**src/logic/tlo_pkg.sv**
```systemverilog
// Package with opcodes, field positions and register map of the table and logic decoder
package tlo_pkg;
    // Opcode match values and field positions
    localparam logic [5:0]  OP6_SWAP     = 6'h0E;
    localparam logic [5:0]  OP6_XORF     = 6'h06;
    localparam logic [5:0]  OP6_SUBB     = 6'h16;
    localparam logic [6:0]  OP7_TSTZ     = 7'h33;
    localparam logic [7:0]  OP8_XORL     = 8'h0A;
    localparam logic [11:0] OP12_TBL     = 12'h000;
    localparam logic [1:0]  TBL_RD_SEL   = 2'h2;
    localparam logic [1:0]  TBL_WT_SEL   = 2'h3;
    localparam logic [1:0]  MODE_NONE    = 2'h0;
    localparam logic [1:0]  MODE_POSTINC = 2'h1;
    localparam logic [1:0]  MODE_POSTDEC = 2'h2;
    localparam logic [1:0]  MODE_PREINC  = 2'h3;
    localparam logic [7:0]  IDX_LIMIT    = 8'h5F;
    localparam int          PTR_W        = 21;
    localparam int          HOLD_AW      = 6;
    localparam logic [PTR_W-1:0] PTR_ONE = 21'h000001;
    // Status flag bit positions
    localparam int          FL_C         = 0;
    localparam int          FL_DC        = 1;
    localparam int          FL_Z         = 2;
    localparam int          FL_OV        = 3;
    localparam int          FL_N         = 4;
    // Register map, byte addresses on the bus
    localparam logic [7:0]  ADR_INSTR    = 8'h00;
    localparam logic [7:0]  ADR_FILE     = 8'h04;
    localparam logic [7:0]  ADR_WREG     = 8'h08;
    localparam logic [7:0]  ADR_STATUS   = 8'h0C;
    localparam logic [7:0]  ADR_PTR      = 8'h10;
    localparam logic [7:0]  ADR_LATCH    = 8'h14;
    localparam logic [7:0]  ADR_RESULT   = 8'h18;
    localparam logic [7:0]  ADR_CTRL     = 8'h1C;
    localparam logic [7:0]  ADR_HOLD     = 8'h20;
    localparam logic [7:0]  ADR_PMDATA   = 8'h24;
    // Result and control word field positions, bus transfer and skip codes
    localparam int          RS_DEST      = 8;
    localparam int          RS_SKIP      = 9;
    localparam int          RS_WFILE     = 10;
    localparam int          RS_ADDR      = 12;
    localparam int          CT_XINST     = 0;
    localparam int          CT_BSR       = 8;
    localparam logic [1:0]  HTRANS_NSEQ  = 2'h2;
    localparam logic [1:0]  SKIP_ONE     = 2'h1;
    localparam logic [1:0]  SKIP_TWO     = 2'h2;
    typedef enum {ST_IDLE, ST_TBL2, ST_SKIP} tlo_state_t;
endpackage

```
**src/logic/tlo_alu.sv**
```systemverilog
`timescale 1ns/100ps
// Combinational ALU for nibble swap, exclusive-OR and subtract with borrow
module tlo_alu
    import tlo_pkg::*;
(
    input  wire logic [1:0] op,
    input  wire logic [7:0] wreg,
    input  wire logic [7:0] fval,
    input  wire logic [7:0] lit,
    input  wire logic [4:0] flags_in,
    output logic      [7:0] res,
    output logic      [4:0] flags_out
);
    logic [8:0] diff;
    logic [4:0] ldiff;

    // op 0 swap, 1 xor file, 2 xor literal, 3 subtract with borrow
    always_comb
    begin
        diff      = {1'b0, fval} - {1'b0, wreg} - {8'h00, ~flags_in[FL_C]};
        ldiff     = {1'b0, fval[3:0]} - {1'b0, wreg[3:0]} - {4'h0, ~flags_in[FL_C]};
        flags_out = flags_in;
        res       = 8'h00;
        case (op)
            2'h0:
            begin
                res = {fval[3:0], fval[7:4]};          // [RL1]
            end
            2'h1, 2'h2:
            begin
                res = wreg ^ ((op == 2'h1) ? fval : lit); // [RL11] [RL12]
                flags_out[FL_N] = res[7];
                flags_out[FL_Z] = (res == 8'h00);
            end
            default:
            begin
                res = diff[7:0];                        // [RL13]
                flags_out[FL_N]  = res[7];
                flags_out[FL_Z]  = (res == 8'h00);
                flags_out[FL_C]  = ~diff[8];            // Carry cleared on borrow
                flags_out[FL_DC] = ~ldiff[4];
                flags_out[FL_OV] = (fval[7] != wreg[7]) && (res[7] != fval[7]);
            end
        endcase
    end
endmodule

```
**src/logic/tlo_core.sv**
```systemverilog
`timescale 1ns/100ps
// Decode and execute of table access and logic instructions, with AHB-Lite register port
// Notes on behaviour
// RL1: Nibble swap writes the source byte with its two halves exchanged and leaves flags alone.
// RL2: A destination bit of 0 sends the result to W, 1 sends it back to the file register.
// RL3: Access bit 0 uses the access bank, 1 uses the bank select register for the bank.
// RL4: Access bit 0 with extended set on and operand up to 95 means indexed literal offset.
// RL5: A 21-bit table pointer addresses program memory bytewise over 2 Mbyte.
// RL6: Pointer bit 0 picks the low byte (0) or high byte (1) of a program word.
// RL7: Low bits 10nn are table read, 11nn table write, nn picks none, post-inc, post-dec, pre-inc.
// RL8: Post modes access then step by one, pre-increment steps first then accesses.
// RL9: Table write copies the latch into the holding register picked by the pointer, no programming.
// RL10: Test-zero-skip discards the prefetched instruction for a no-op when the file reads zero.
// RL11: Exclusive-OR literal updates W with W xor literal and only N and Z.
// RL12: Exclusive-OR file routes W xor file by the destination bit and only N and Z change.
// RL13: Subtract with borrow computes file minus W minus inverted carry with all five flags.
// RL14: Table read and write take two cycles, the second does the memory work only.
// RL15: A taken skip over a two or three word instruction spends one no-op cycle per word after the first.
module tlo_core
    import tlo_pkg::*;
(
    input  wire logic        hclk,
    input  wire logic        hresetn,
    input  wire logic        hsel,
    input  wire logic [31:0] haddr,
    input  wire logic [1:0]  htrans,
    input  wire logic        hwrite,
    input  wire logic [2:0]  hsize,
    input  wire logic [31:0] hwdata,
    input  wire logic        hready,
    output logic      [31:0] hrdata,
    output logic             hreadyout,
    output logic             hresp,
    output logic      [20:0] pm_addr,
    output logic             pm_rd,
    input  wire logic [7:0]  pm_rdata
);
    import tlo_pkg::*;

    logic [15:0]      instr_ff, nxt_instr;
    logic [7:0]       file_ff, nxt_file;
    logic [7:0]       wreg_ff, nxt_wreg;
    logic [4:0]       stat_ff, nxt_stat;
    logic [PTR_W-1:0] ptr_ff, nxt_ptr;
    logic [7:0]       latch_ff, nxt_latch;
    logic [31:0]      result_ff, nxt_result;
    logic [11:0]      ctrl_ff, nxt_ctrl;
    logic [1:0]       skipw_ff, nxt_skipw;
    logic             busy_ff, nxt_busy;
    logic             tbl_wr_ff, nxt_tbl_wr;
    logic [7:0]       hold_ff [2**HOLD_AW];
    logic [7:0]       nxt_hold [2**HOLD_AW];
    tlo_state_t       state_ff, nxt_state;
    logic             wph_ff, nxt_wph;
    logic [7:0]       aph_ff, nxt_aph;
    logic [31:0]      rdat_ff, nxt_rdat;

    logic             go;
    logic             is_swap, is_xorf, is_subb, is_tstz, is_xorl, is_trd, is_twt;
    logic [1:0]       alu_op;
    logic [7:0]       alu_res;
    logic [4:0]       alu_flags;
    logic [PTR_W-1:0] acc_ptr;
    logic [11:0]      eff_addr;
    logic             ahb_wr;

    // Opcode decode of the instruction latched from software
    assign is_swap = (instr_ff[15:10] == OP6_SWAP);
    assign is_xorf = (instr_ff[15:10] == OP6_XORF);
    assign is_subb = (instr_ff[15:10] == OP6_SUBB);
    assign is_tstz = (instr_ff[15:9] == OP7_TSTZ);
    assign is_xorl = (instr_ff[15:8] == OP8_XORL);
    assign is_trd  = (instr_ff[15:4] == OP12_TBL) && (instr_ff[3:2] == TBL_RD_SEL); // [RL7]
    assign is_twt  = (instr_ff[15:4] == OP12_TBL) && (instr_ff[3:2] == TBL_WT_SEL); // [RL7]
    assign alu_op  = is_swap ? 2'h0 : is_xorf ? 2'h1 : is_xorl ? 2'h2 : 2'h3;

    // Pre-increment steps before the access, all other modes access at the current pointer
    assign acc_ptr = (instr_ff[1:0] == MODE_PREINC) ? ptr_ff + PTR_ONE : ptr_ff; // [RL8]

    // Bank forming: access bank low half maps to bank 0, high half to bank F
    always_comb
    begin
        if (instr_ff[8])
            eff_addr = {ctrl_ff[CT_BSR+3:CT_BSR], instr_ff[7:0]};  // [RL3]
        else
            eff_addr = {(instr_ff[7] ? 4'hF : 4'h0), instr_ff[7:0]}; // [RL3]
    end

    tlo_alu u_alu
    (
        .op        (alu_op),
        .wreg      (wreg_ff),
        .fval      (file_ff),
        .lit       (instr_ff[7:0]),
        .flags_in  (stat_ff),
        .res       (alu_res),
        .flags_out (alu_flags)
    );

    // Bus address phase capture; single-cycle answers so hreadyout stays high
    assign ahb_wr    = wph_ff;
    assign hreadyout = 1'b1;
    assign hresp     = 1'b0;
    assign hrdata    = rdat_ff;
    assign pm_addr   = acc_ptr;
    assign pm_rd     = (state_ff == ST_TBL2) && (skipw_ff == 2'h0) && !tbl_wr_ff; // [RL14]

    always_comb
    begin
        nxt_wph = hsel && hready && (htrans == HTRANS_NSEQ) && hwrite;
        nxt_aph = (hsel && hready && (htrans == HTRANS_NSEQ)) ? haddr[7:0] : aph_ff;
        nxt_rdat = 32'h0000_0000;
        // Taken at the address phase from next-state values, so it stands in the data phase and is current
        if (hsel && hready && (htrans == HTRANS_NSEQ) && !hwrite)
        begin
            case (haddr[7:0])
                ADR_INSTR:  nxt_rdat = {16'h0000, nxt_instr};
                ADR_FILE:   nxt_rdat = {24'h000000, nxt_file};
                ADR_WREG:   nxt_rdat = {24'h000000, nxt_wreg};
                ADR_STATUS: nxt_rdat = {26'h0000000, nxt_busy, nxt_stat};
                ADR_PTR:    nxt_rdat = {11'h000, nxt_ptr};
                ADR_LATCH:  nxt_rdat = {24'h000000, nxt_latch};
                ADR_RESULT: nxt_rdat = nxt_result;
                ADR_CTRL:   nxt_rdat = {20'h00000, nxt_ctrl};
                ADR_HOLD:   nxt_rdat = {24'h000000, nxt_hold[nxt_ptr[HOLD_AW-1:0]]};
                default:    nxt_rdat = 32'h0000_0000;
            endcase
        end
    end

    // Execute state machine, register writes and instruction effects
    always_comb
    begin
        nxt_instr  = instr_ff;
        nxt_file   = file_ff;
        nxt_wreg   = wreg_ff;
        nxt_stat   = stat_ff;
        nxt_ptr    = ptr_ff;
        nxt_latch  = latch_ff;
        nxt_result = result_ff;
        nxt_ctrl   = ctrl_ff;
        nxt_skipw  = skipw_ff;
        nxt_busy   = busy_ff;
        nxt_tbl_wr = tbl_wr_ff;
        nxt_state  = state_ff;
        nxt_hold   = hold_ff;
        go         = 1'b0;
        if (ahb_wr && !busy_ff)
        begin
            case (aph_ff)
                ADR_INSTR:  begin nxt_instr = hwdata[15:0]; go = 1'b1; end
                ADR_FILE:   nxt_file  = hwdata[7:0];
                ADR_WREG:   nxt_wreg  = hwdata[7:0];
                ADR_STATUS: nxt_stat  = hwdata[4:0];
                ADR_PTR:    nxt_ptr   = hwdata[PTR_W-1:0]; // [RL5]
                ADR_LATCH:  nxt_latch = hwdata[7:0];
                ADR_CTRL:   nxt_ctrl  = hwdata[11:0];
                default:    nxt_ctrl  = ctrl_ff;
            endcase
        end
        case (state_ff)
            ST_IDLE:
            begin
                if (go)
                begin
                    nxt_busy  = 1'b1;
                    nxt_state = ST_SKIP;
                end
            end
            ST_SKIP:
            begin
                // First cycle of the instruction: decode and execute
                nxt_result = 32'h0000_0000;
                nxt_result[RS_ADDR+11:RS_ADDR] = eff_addr;
                nxt_result[RS_WFILE+1] = !instr_ff[8] && ctrl_ff[CT_XINST]
                                         && (instr_ff[7:0] <= IDX_LIMIT); // [RL4]
                nxt_state = ST_IDLE;
                nxt_busy  = 1'b0;
                if (is_swap || is_xorf || is_subb)
                begin
                    nxt_result[7:0] = alu_res;
                    nxt_result[RS_DEST] = instr_ff[9];
                    if (instr_ff[9])
                    begin
                        nxt_file = alu_res;                    // [RL2]
                        nxt_result[RS_WFILE] = 1'b1;
                    end
                    else
                        nxt_wreg = alu_res;                    // [RL2]
                    nxt_stat = alu_flags;                      // [RL1] [RL12] [RL13]
                end
                else if (is_xorl)
                begin
                    nxt_wreg = alu_res;                        // [RL11]
                    nxt_stat = alu_flags;
                    nxt_result[7:0] = alu_res;
                end
                else if (is_tstz)
                begin
                    nxt_result[RS_SKIP] = (file_ff == 8'h00);  // [RL10]
                    if (file_ff == 8'h00 && ctrl_ff[CT_XINST+1])
                    begin
                        nxt_skipw = ctrl_ff[CT_XINST+2] ? SKIP_TWO : SKIP_ONE; // [RL15]
                        nxt_state = ST_TBL2;
                        nxt_busy  = 1'b1;
                    end
                end
                else if (is_trd || is_twt)
                begin
                    nxt_tbl_wr = is_twt;
                    nxt_skipw  = 2'h0;
                    nxt_state  = ST_TBL2;                      // [RL14]
                    nxt_busy   = 1'b1;
                end
            end
            ST_TBL2:
            begin
                if (skipw_ff != 2'h0)
                begin
                    // No-op cycles for the extra words of a skipped instruction
                    nxt_skipw = skipw_ff - SKIP_ONE;           // [RL15]
                    if (skipw_ff == SKIP_ONE)
                    begin
                        nxt_state = ST_IDLE;
                        nxt_busy  = 1'b0;
                    end
                end
                else
                begin
                    if (tbl_wr_ff)
                        nxt_hold[acc_ptr[HOLD_AW-1:0]] = latch_ff; // [RL9] [RL6]
                    else
                        nxt_latch = pm_rdata;                  // [RL6]
                    case (instr_ff[1:0])
                        MODE_POSTINC: nxt_ptr = ptr_ff + PTR_ONE; // [RL8]
                        MODE_POSTDEC: nxt_ptr = ptr_ff - PTR_ONE; // [RL8]
                        MODE_PREINC:  nxt_ptr = acc_ptr;          // [RL8]
                        default:      nxt_ptr = ptr_ff;
                    endcase
                    nxt_state = ST_IDLE;
                    nxt_busy  = 1'b0;
                end
            end
            default:
            begin
                nxt_state = ST_IDLE;
                nxt_busy  = 1'b0;
            end
        endcase
    end

    // Registers; the holding array also clears at reset so reads are defined
    always_ff @(posedge hclk or negedge hresetn)
    begin
        if (!hresetn)
        begin
            instr_ff  <= 16'h0000;
            file_ff   <= 8'h00;
            wreg_ff   <= 8'h00;
            stat_ff   <= 5'h00;
            ptr_ff    <= 21'h000000;
            latch_ff  <= 8'h00;
            result_ff <= 32'h0000_0000;
            ctrl_ff   <= 12'h000;
            skipw_ff  <= 2'h0;
            busy_ff   <= 1'b0;
            tbl_wr_ff <= 1'b0;
            state_ff  <= ST_IDLE;
            wph_ff    <= 1'b0;
            aph_ff    <= 8'h00;
            rdat_ff   <= 32'h0000_0000;
            hold_ff   <= '{default: 8'h00};
        end
        else
        begin
            instr_ff  <= nxt_instr;
            file_ff   <= nxt_file;
            wreg_ff   <= nxt_wreg;
            stat_ff   <= nxt_stat;
            ptr_ff    <= nxt_ptr;
            latch_ff  <= nxt_latch;
            result_ff <= nxt_result;
            ctrl_ff   <= nxt_ctrl;
            skipw_ff  <= nxt_skipw;
            busy_ff   <= nxt_busy;
            tbl_wr_ff <= nxt_tbl_wr;
            state_ff  <= nxt_state;
            wph_ff    <= nxt_wph;
            aph_ff    <= nxt_aph;
            rdat_ff   <= nxt_rdat;
            hold_ff   <= nxt_hold;
        end
    end

    // Within a table access the pointer moves only in the memory cycle
    a_ptr_steady: assert property (@(posedge hclk) disable iff (!hresetn)
        (state_ff == ST_SKIP && is_trd && !ahb_wr) |=> (ptr_ff == $past(ptr_ff))) // [RL14]
        else $error("pointer moved in first table cycle");
    a_postinc_step: assert property (@(posedge hclk) disable iff (!hresetn)
        (state_ff == ST_TBL2 && skipw_ff == 2'h0 && instr_ff[1:0] == MODE_POSTINC)
        |=> (ptr_ff == $past(ptr_ff) + PTR_ONE)) // [RL8]
        else $error("post-increment step wrong");
    a_postdec_step: assert property (@(posedge hclk) disable iff (!hresetn)
        (state_ff == ST_TBL2 && skipw_ff == 2'h0 && instr_ff[1:0] == MODE_POSTDEC)
        |=> (ptr_ff == $past(ptr_ff) - PTR_ONE)) // [RL8]
        else $error("post-decrement step wrong");
    a_read_latch: assert property (@(posedge hclk) disable iff (!hresetn)
        pm_rd |=> (latch_ff == $past(pm_rdata))) // [RL14]
        else $error("table read did not load latch");
    a_swap_file: assert property (@(posedge hclk) disable iff (!hresetn)
        (state_ff == ST_SKIP && is_swap && instr_ff[9] && !ahb_wr)
        |=> (file_ff == {$past(file_ff[3:0]), $past(file_ff[7:4])}) && $stable(stat_ff)) // [RL1]
        else $error("swap result wrong");
    a_xorl_wreg: assert property (@(posedge hclk) disable iff (!hresetn)
        (state_ff == ST_SKIP && is_xorl && !ahb_wr)
        |=> (wreg_ff == ($past(wreg_ff) ^ $past(instr_ff[7:0])))) // [RL11]
        else $error("xor literal wrong");
    a_xorf_dest: assert property (@(posedge hclk) disable iff (!hresetn)
        (state_ff == ST_SKIP && is_xorf && !instr_ff[9] && !ahb_wr) |=> $stable(file_ff)) // [RL2]
        else $error("xor to W touched file");
    a_skip_len: assert property (@(posedge hclk) disable iff (!hresetn)
        (state_ff == ST_SKIP && is_tstz && file_ff != 8'h00) |=> (state_ff == ST_IDLE)) // [RL10]
        else $error("non-zero test did not finish at once");
    a_skip_words: assert property (@(posedge hclk) disable iff (!hresetn)
        (state_ff == ST_SKIP && is_tstz && file_ff == 8'h00 && ctrl_ff[CT_XINST+1] && ctrl_ff[CT_XINST+2])
        |=> (state_ff == ST_TBL2) ##1 (state_ff == ST_TBL2) ##1 (state_ff == ST_IDLE)) // [RL15]
        else $error("skip over three words took wrong time");
endmodule

```
**config.mk**
```make
export PLATFORM = sky130hd
export DESIGN_NAME = tlo_core
export DESIGN_NICKNAME = d
export VERILOG_FILES = /design/src/logic/tlo_pkg.sv /design/src/logic/tlo_alu.sv /design/src/logic/tlo_core.sv
export SDC_FILE = /design/constraint.sdc
export NUM_CORES = 2
export LEC_CHECK = 0
export ABC_AREA = 0
export ABC_CLOCK_PERIOD_IN_PS = 3900
export BUFFER_PORTS_ARGS = -buffer_cell sky130_fd_sc_hd__buf_2
export CORE_MARGIN = 10
export CORE_UTILIZATION = 50
export CTS_BUF_LIST = sky130_fd_sc_hd__clkbuf_4
export CTS_CLUSTER_DIAMETER = 40
export CTS_CLUSTER_SIZE = 10
export DETAILED_ROUTE_END_ITERATION = 12
export GPL_TIMING_DRIVEN = 0
export PLACE_DENSITY = 0.7
export SETUP_SLACK_MARGIN = 0.5
export SLEW_MARGIN = 20
export SYNTH_ARGS = -nofsm -noshare
export SYNTH_HDL_FRONTEND = slang
export SYNTH_SLANG_ARGS = --single-unit
export TNS_END_PERCENT = 10
```
**constraint.sdc**
```tcl
create_clock -name hclk -period 3.9 [get_ports hclk]
set_input_delay 0.585 -clock hclk [delete_from_list [all_inputs] [get_ports hclk]]
set_output_delay 0.585 -clock hclk [all_outputs]
set_load 0.1 [all_outputs]
```
==> metrics.txt <==
syn nets 3,603; DRC viols 0; synthesized area 0.0348 mm^2; R2R Setup Slk -0.17 ns; clock skew 0.0626 ns; clock sink count 669; initial antenna violation count 9; H-tree depth 3; die area 0.0806 mm^2; initial DRC count 5,092; area of the multi-input gates 0.0189 mm^2; fmax 246 MHz; CTS tree yes; critical path arrival 4.94 ns; share of async-settable or async-resettable flops after synthesis 1.00; sequential area share after synthesis 0.481; hold_ws 0.0435 ns; critical-path maximum fanout 10; failing checks negative setup slack; min Tclk post-route 4.07 ns; synth warn 0; final wirelength 162,000 um; final hold vios 0; critical path class flip-flop to flip-flop; CP endpoint hrdata[6]; largest net degree at the start of global routing 98; final setup violating endpoints 10; GR Overflow Total 0; Slew headroom 0.122; routed vias/inst 6.75; CTS Buffer Depth 3; Cells after Synth 3,496; Reg-to-Reg End hrdata[6]; die height 284 um; All-Layer GR Usage 0.388; drt wl/cell 32.9 um; vias in the first global route 31,500; Tightest Hold Check Type primary input to flip-flop; Area Overhead vs Synth 25.8%; worst-margin pin slew 1.32 ns; setup ws final -0.166 ns; FILL cells 5,655; pwr/cell area 356 mW/mm^2; status finished with violations; Worst setup EP type flip-flop; Initial DRT Pass Iterations 8; nets 4,027; DPL Wire Length 113,000 um; # IOs 138; cts bufs inserted 110; layout cell share with drive strength beyond 1 0.334; Register Area 0.0167 mm^2; Post-synth EDFFs 0; latest clock arrival within the worst-skew pair 0.98 ns; Root Buffer clkbuf_4; fin util 0.637; post-route antenna net violation count 0; max_cap viols 0; Required @ worst endpoint 4.78 ns; unrepaired setup endpoints after global routing true; Worst setup SP type flip-flop; cells taking the most area after synthesis dfrtp_1, mux2_2, nand2_1; CP Launch Point ptr_ff[0]; site row count 96; Via Count 33,400; first-pass GRT wire length 229,000 um; post-synth top area share 0.481; Critical R2R Launch ptr_ff[0]; clock transition at the registers of the reported paths 0.11 ns; Yosys reg bits 669; Main synth FF type dfrtp_1; synth unique cells 119; Pwr Total 15.6 mW; Mean Syn Cell Area 9.96 um^2; Worst IR Drop VDD 0.229 mV; pre-CTS setup slack -2.18 ns; port buffer count 97; Max Slew Vio Count 0; routability cong. 1.06; reg2reg path depth 15; Die Width 284 um; core area 0.0688 mm^2; P_leak 19.5 nW; final period utilization 1.04; placed cell areas 0.0368 mm^2; Post-Layout Inst Area 0.0438 mm^2; cell accounting for the most synthesized area dfrtp_1; Initial Util 0.506
## kinds of logic (layout without fill, tap and decap cells)
group / count (synthesis) / after routing / synth area share
adder cells (fa/ha/maj): 26 / 26 / 0.00970
multiplexers: 458 / 458 / 0.145
buffers and inverters: 334 / 840 / 0.0411
AND/OR/NAND/NOR: 1114 / 1114 / 0.149
flip-flops: 669 / 669 / 0.481
XOR/XNOR: 35 / 35 / 0.00902
other: 2 / 11 / 0.000216
AO/OA/AOI/OAI: 858 / 858 / 0.166
## critical path: stages, from the launching register on
cell and delay, ns:
dfrtp_1 0.42, buf_6 0.13, ha_4 0.17, buf_8 0.14, nand3b_1 0.13, a211oi_4 0.10, buf_4 0.16, o211ai_1 0.69
buf_2 0.40, nor2_1 0.08, a21oi_1 0.18, o21ai_0 0.17, o221ai_2 0.34, o311ai_1 0.19, a31oi_2 0.33, a32o_2 0.35
## state kept, by name (all words and copies together), names as in the netlist
name       count
result_ff     32
hold_ff      512
ctrl_ff       12
stat_ff        5
busy_ff        1
aph_ff         8
hrdata        32
ahb_wr         1
tbl_wr_ff      1
wreg_ff        8
state_ff       2
latch_ff       8
instr_ff      16
ptr_ff        21
skipw_ff       2
file_ff        8
## cells in the mapped netlist (all sizes together) (15+ instances only)
library cell and number:
and2 15, inv 71, a31oi 29, dfrtp 669
o21ai 338, nor3 76, nand3 66, a211oi 25
mux2 350, o32ai 15, ha 23, clkbuf 170
nand4 26, buf 93, or3 20, a22oi 25
and3 31, o22ai 47, nor4 31, nor2 282
nand2 486, xnor2 22, mux2i 108, o211ai 21
o221ai 37, a21oi 99
## per-stage QoR
| step | std cells | setup TNS [ns] |
|---|---|---|
| 2_1_floorplan | 3496 | 0 |
| 3_3_place_gp | 4524 | -8159.54 |
| 3_5_place_dp | 4534 | -15.84 |
| 4_1_cts | 4890 | 0 |
| 5_1_grt | 4935 | -0.780 |
| 6_report | 4942 | -0.884 |
## report_power, final
part	internal, mW	switching [mW]	total (mW)
registers	7.03	0.135	7.16
clock network	2.60	3.07	5.67
logic	0.864	1.93	2.79
## area by class of cell
type / instances / share of cell area
multi-input cells: 2493 / 0.431
plain buffers: 263 / 0.0480
inverters: 71 / 0.00694
clock buffers: 120 / 0.0206
clock inverters: 74 / 0.0195
flip-flops and latches: 669 / 0.382
repair buffers: 312 / 0.0649
diodes: 9 / 0.000514
well taps: 931 / 0.0266
## timing repair
action,4_1_cts,5_1_grt
hold buffers,27,0
cloned,2,1
setup buffers,133,42
pin swaps,100,71
setup endpoints to repair,207,61
resized for setup,649,205
hold endpoints to repair,99,0
## metal layers
layer	global-route usage	part of all wire
met1	0.510	0.38
met2	0.547	0.41
met3	0.129	0.13
met4	0.235	0.075
met5	0	0.00098
## cell usage in the layout, fill, tap and decap left out, drive strengths merged, types with 19 or more instances in the layout
cell	n
dfrtp	669
nand2	486
buf	391
mux2	350
o21ai	338
nor2	282
clkbuf	275
mux2i	108
a21oi	99
inv	76
nor3	76
nand3	66
o22ai	47
o221ai	37
clkinv	35
and3	31
nor4	31
a31oi	29
dlygate4sd3	27
nand4	26
a22oi	25
a211oi	25
ha	23
xnor2	22
o211ai	21
or3	20
clkinvlp	19
## how the worst min path moves through the flow
stage                        startpoint             to  slack [ns]  depth (start not counted)
after floorplan                 hresetn         ahb_wr        0.29                          0
after global placement     hold_ff[178]   hold_ff[178]        0.45                          2
after detailed placement  result_ff[28]  result_ff[28]        0.46                          1
after CTS                   pm_rdata[4]    latch_ff[4]       0.002                          3
after global routing          hwdata[6]    instr_ff[6]        0.03                          2
final                       pm_rdata[4]    latch_ff[4]        0.04                          3
No activity file was read; power rests on OpenSTA's default activity.
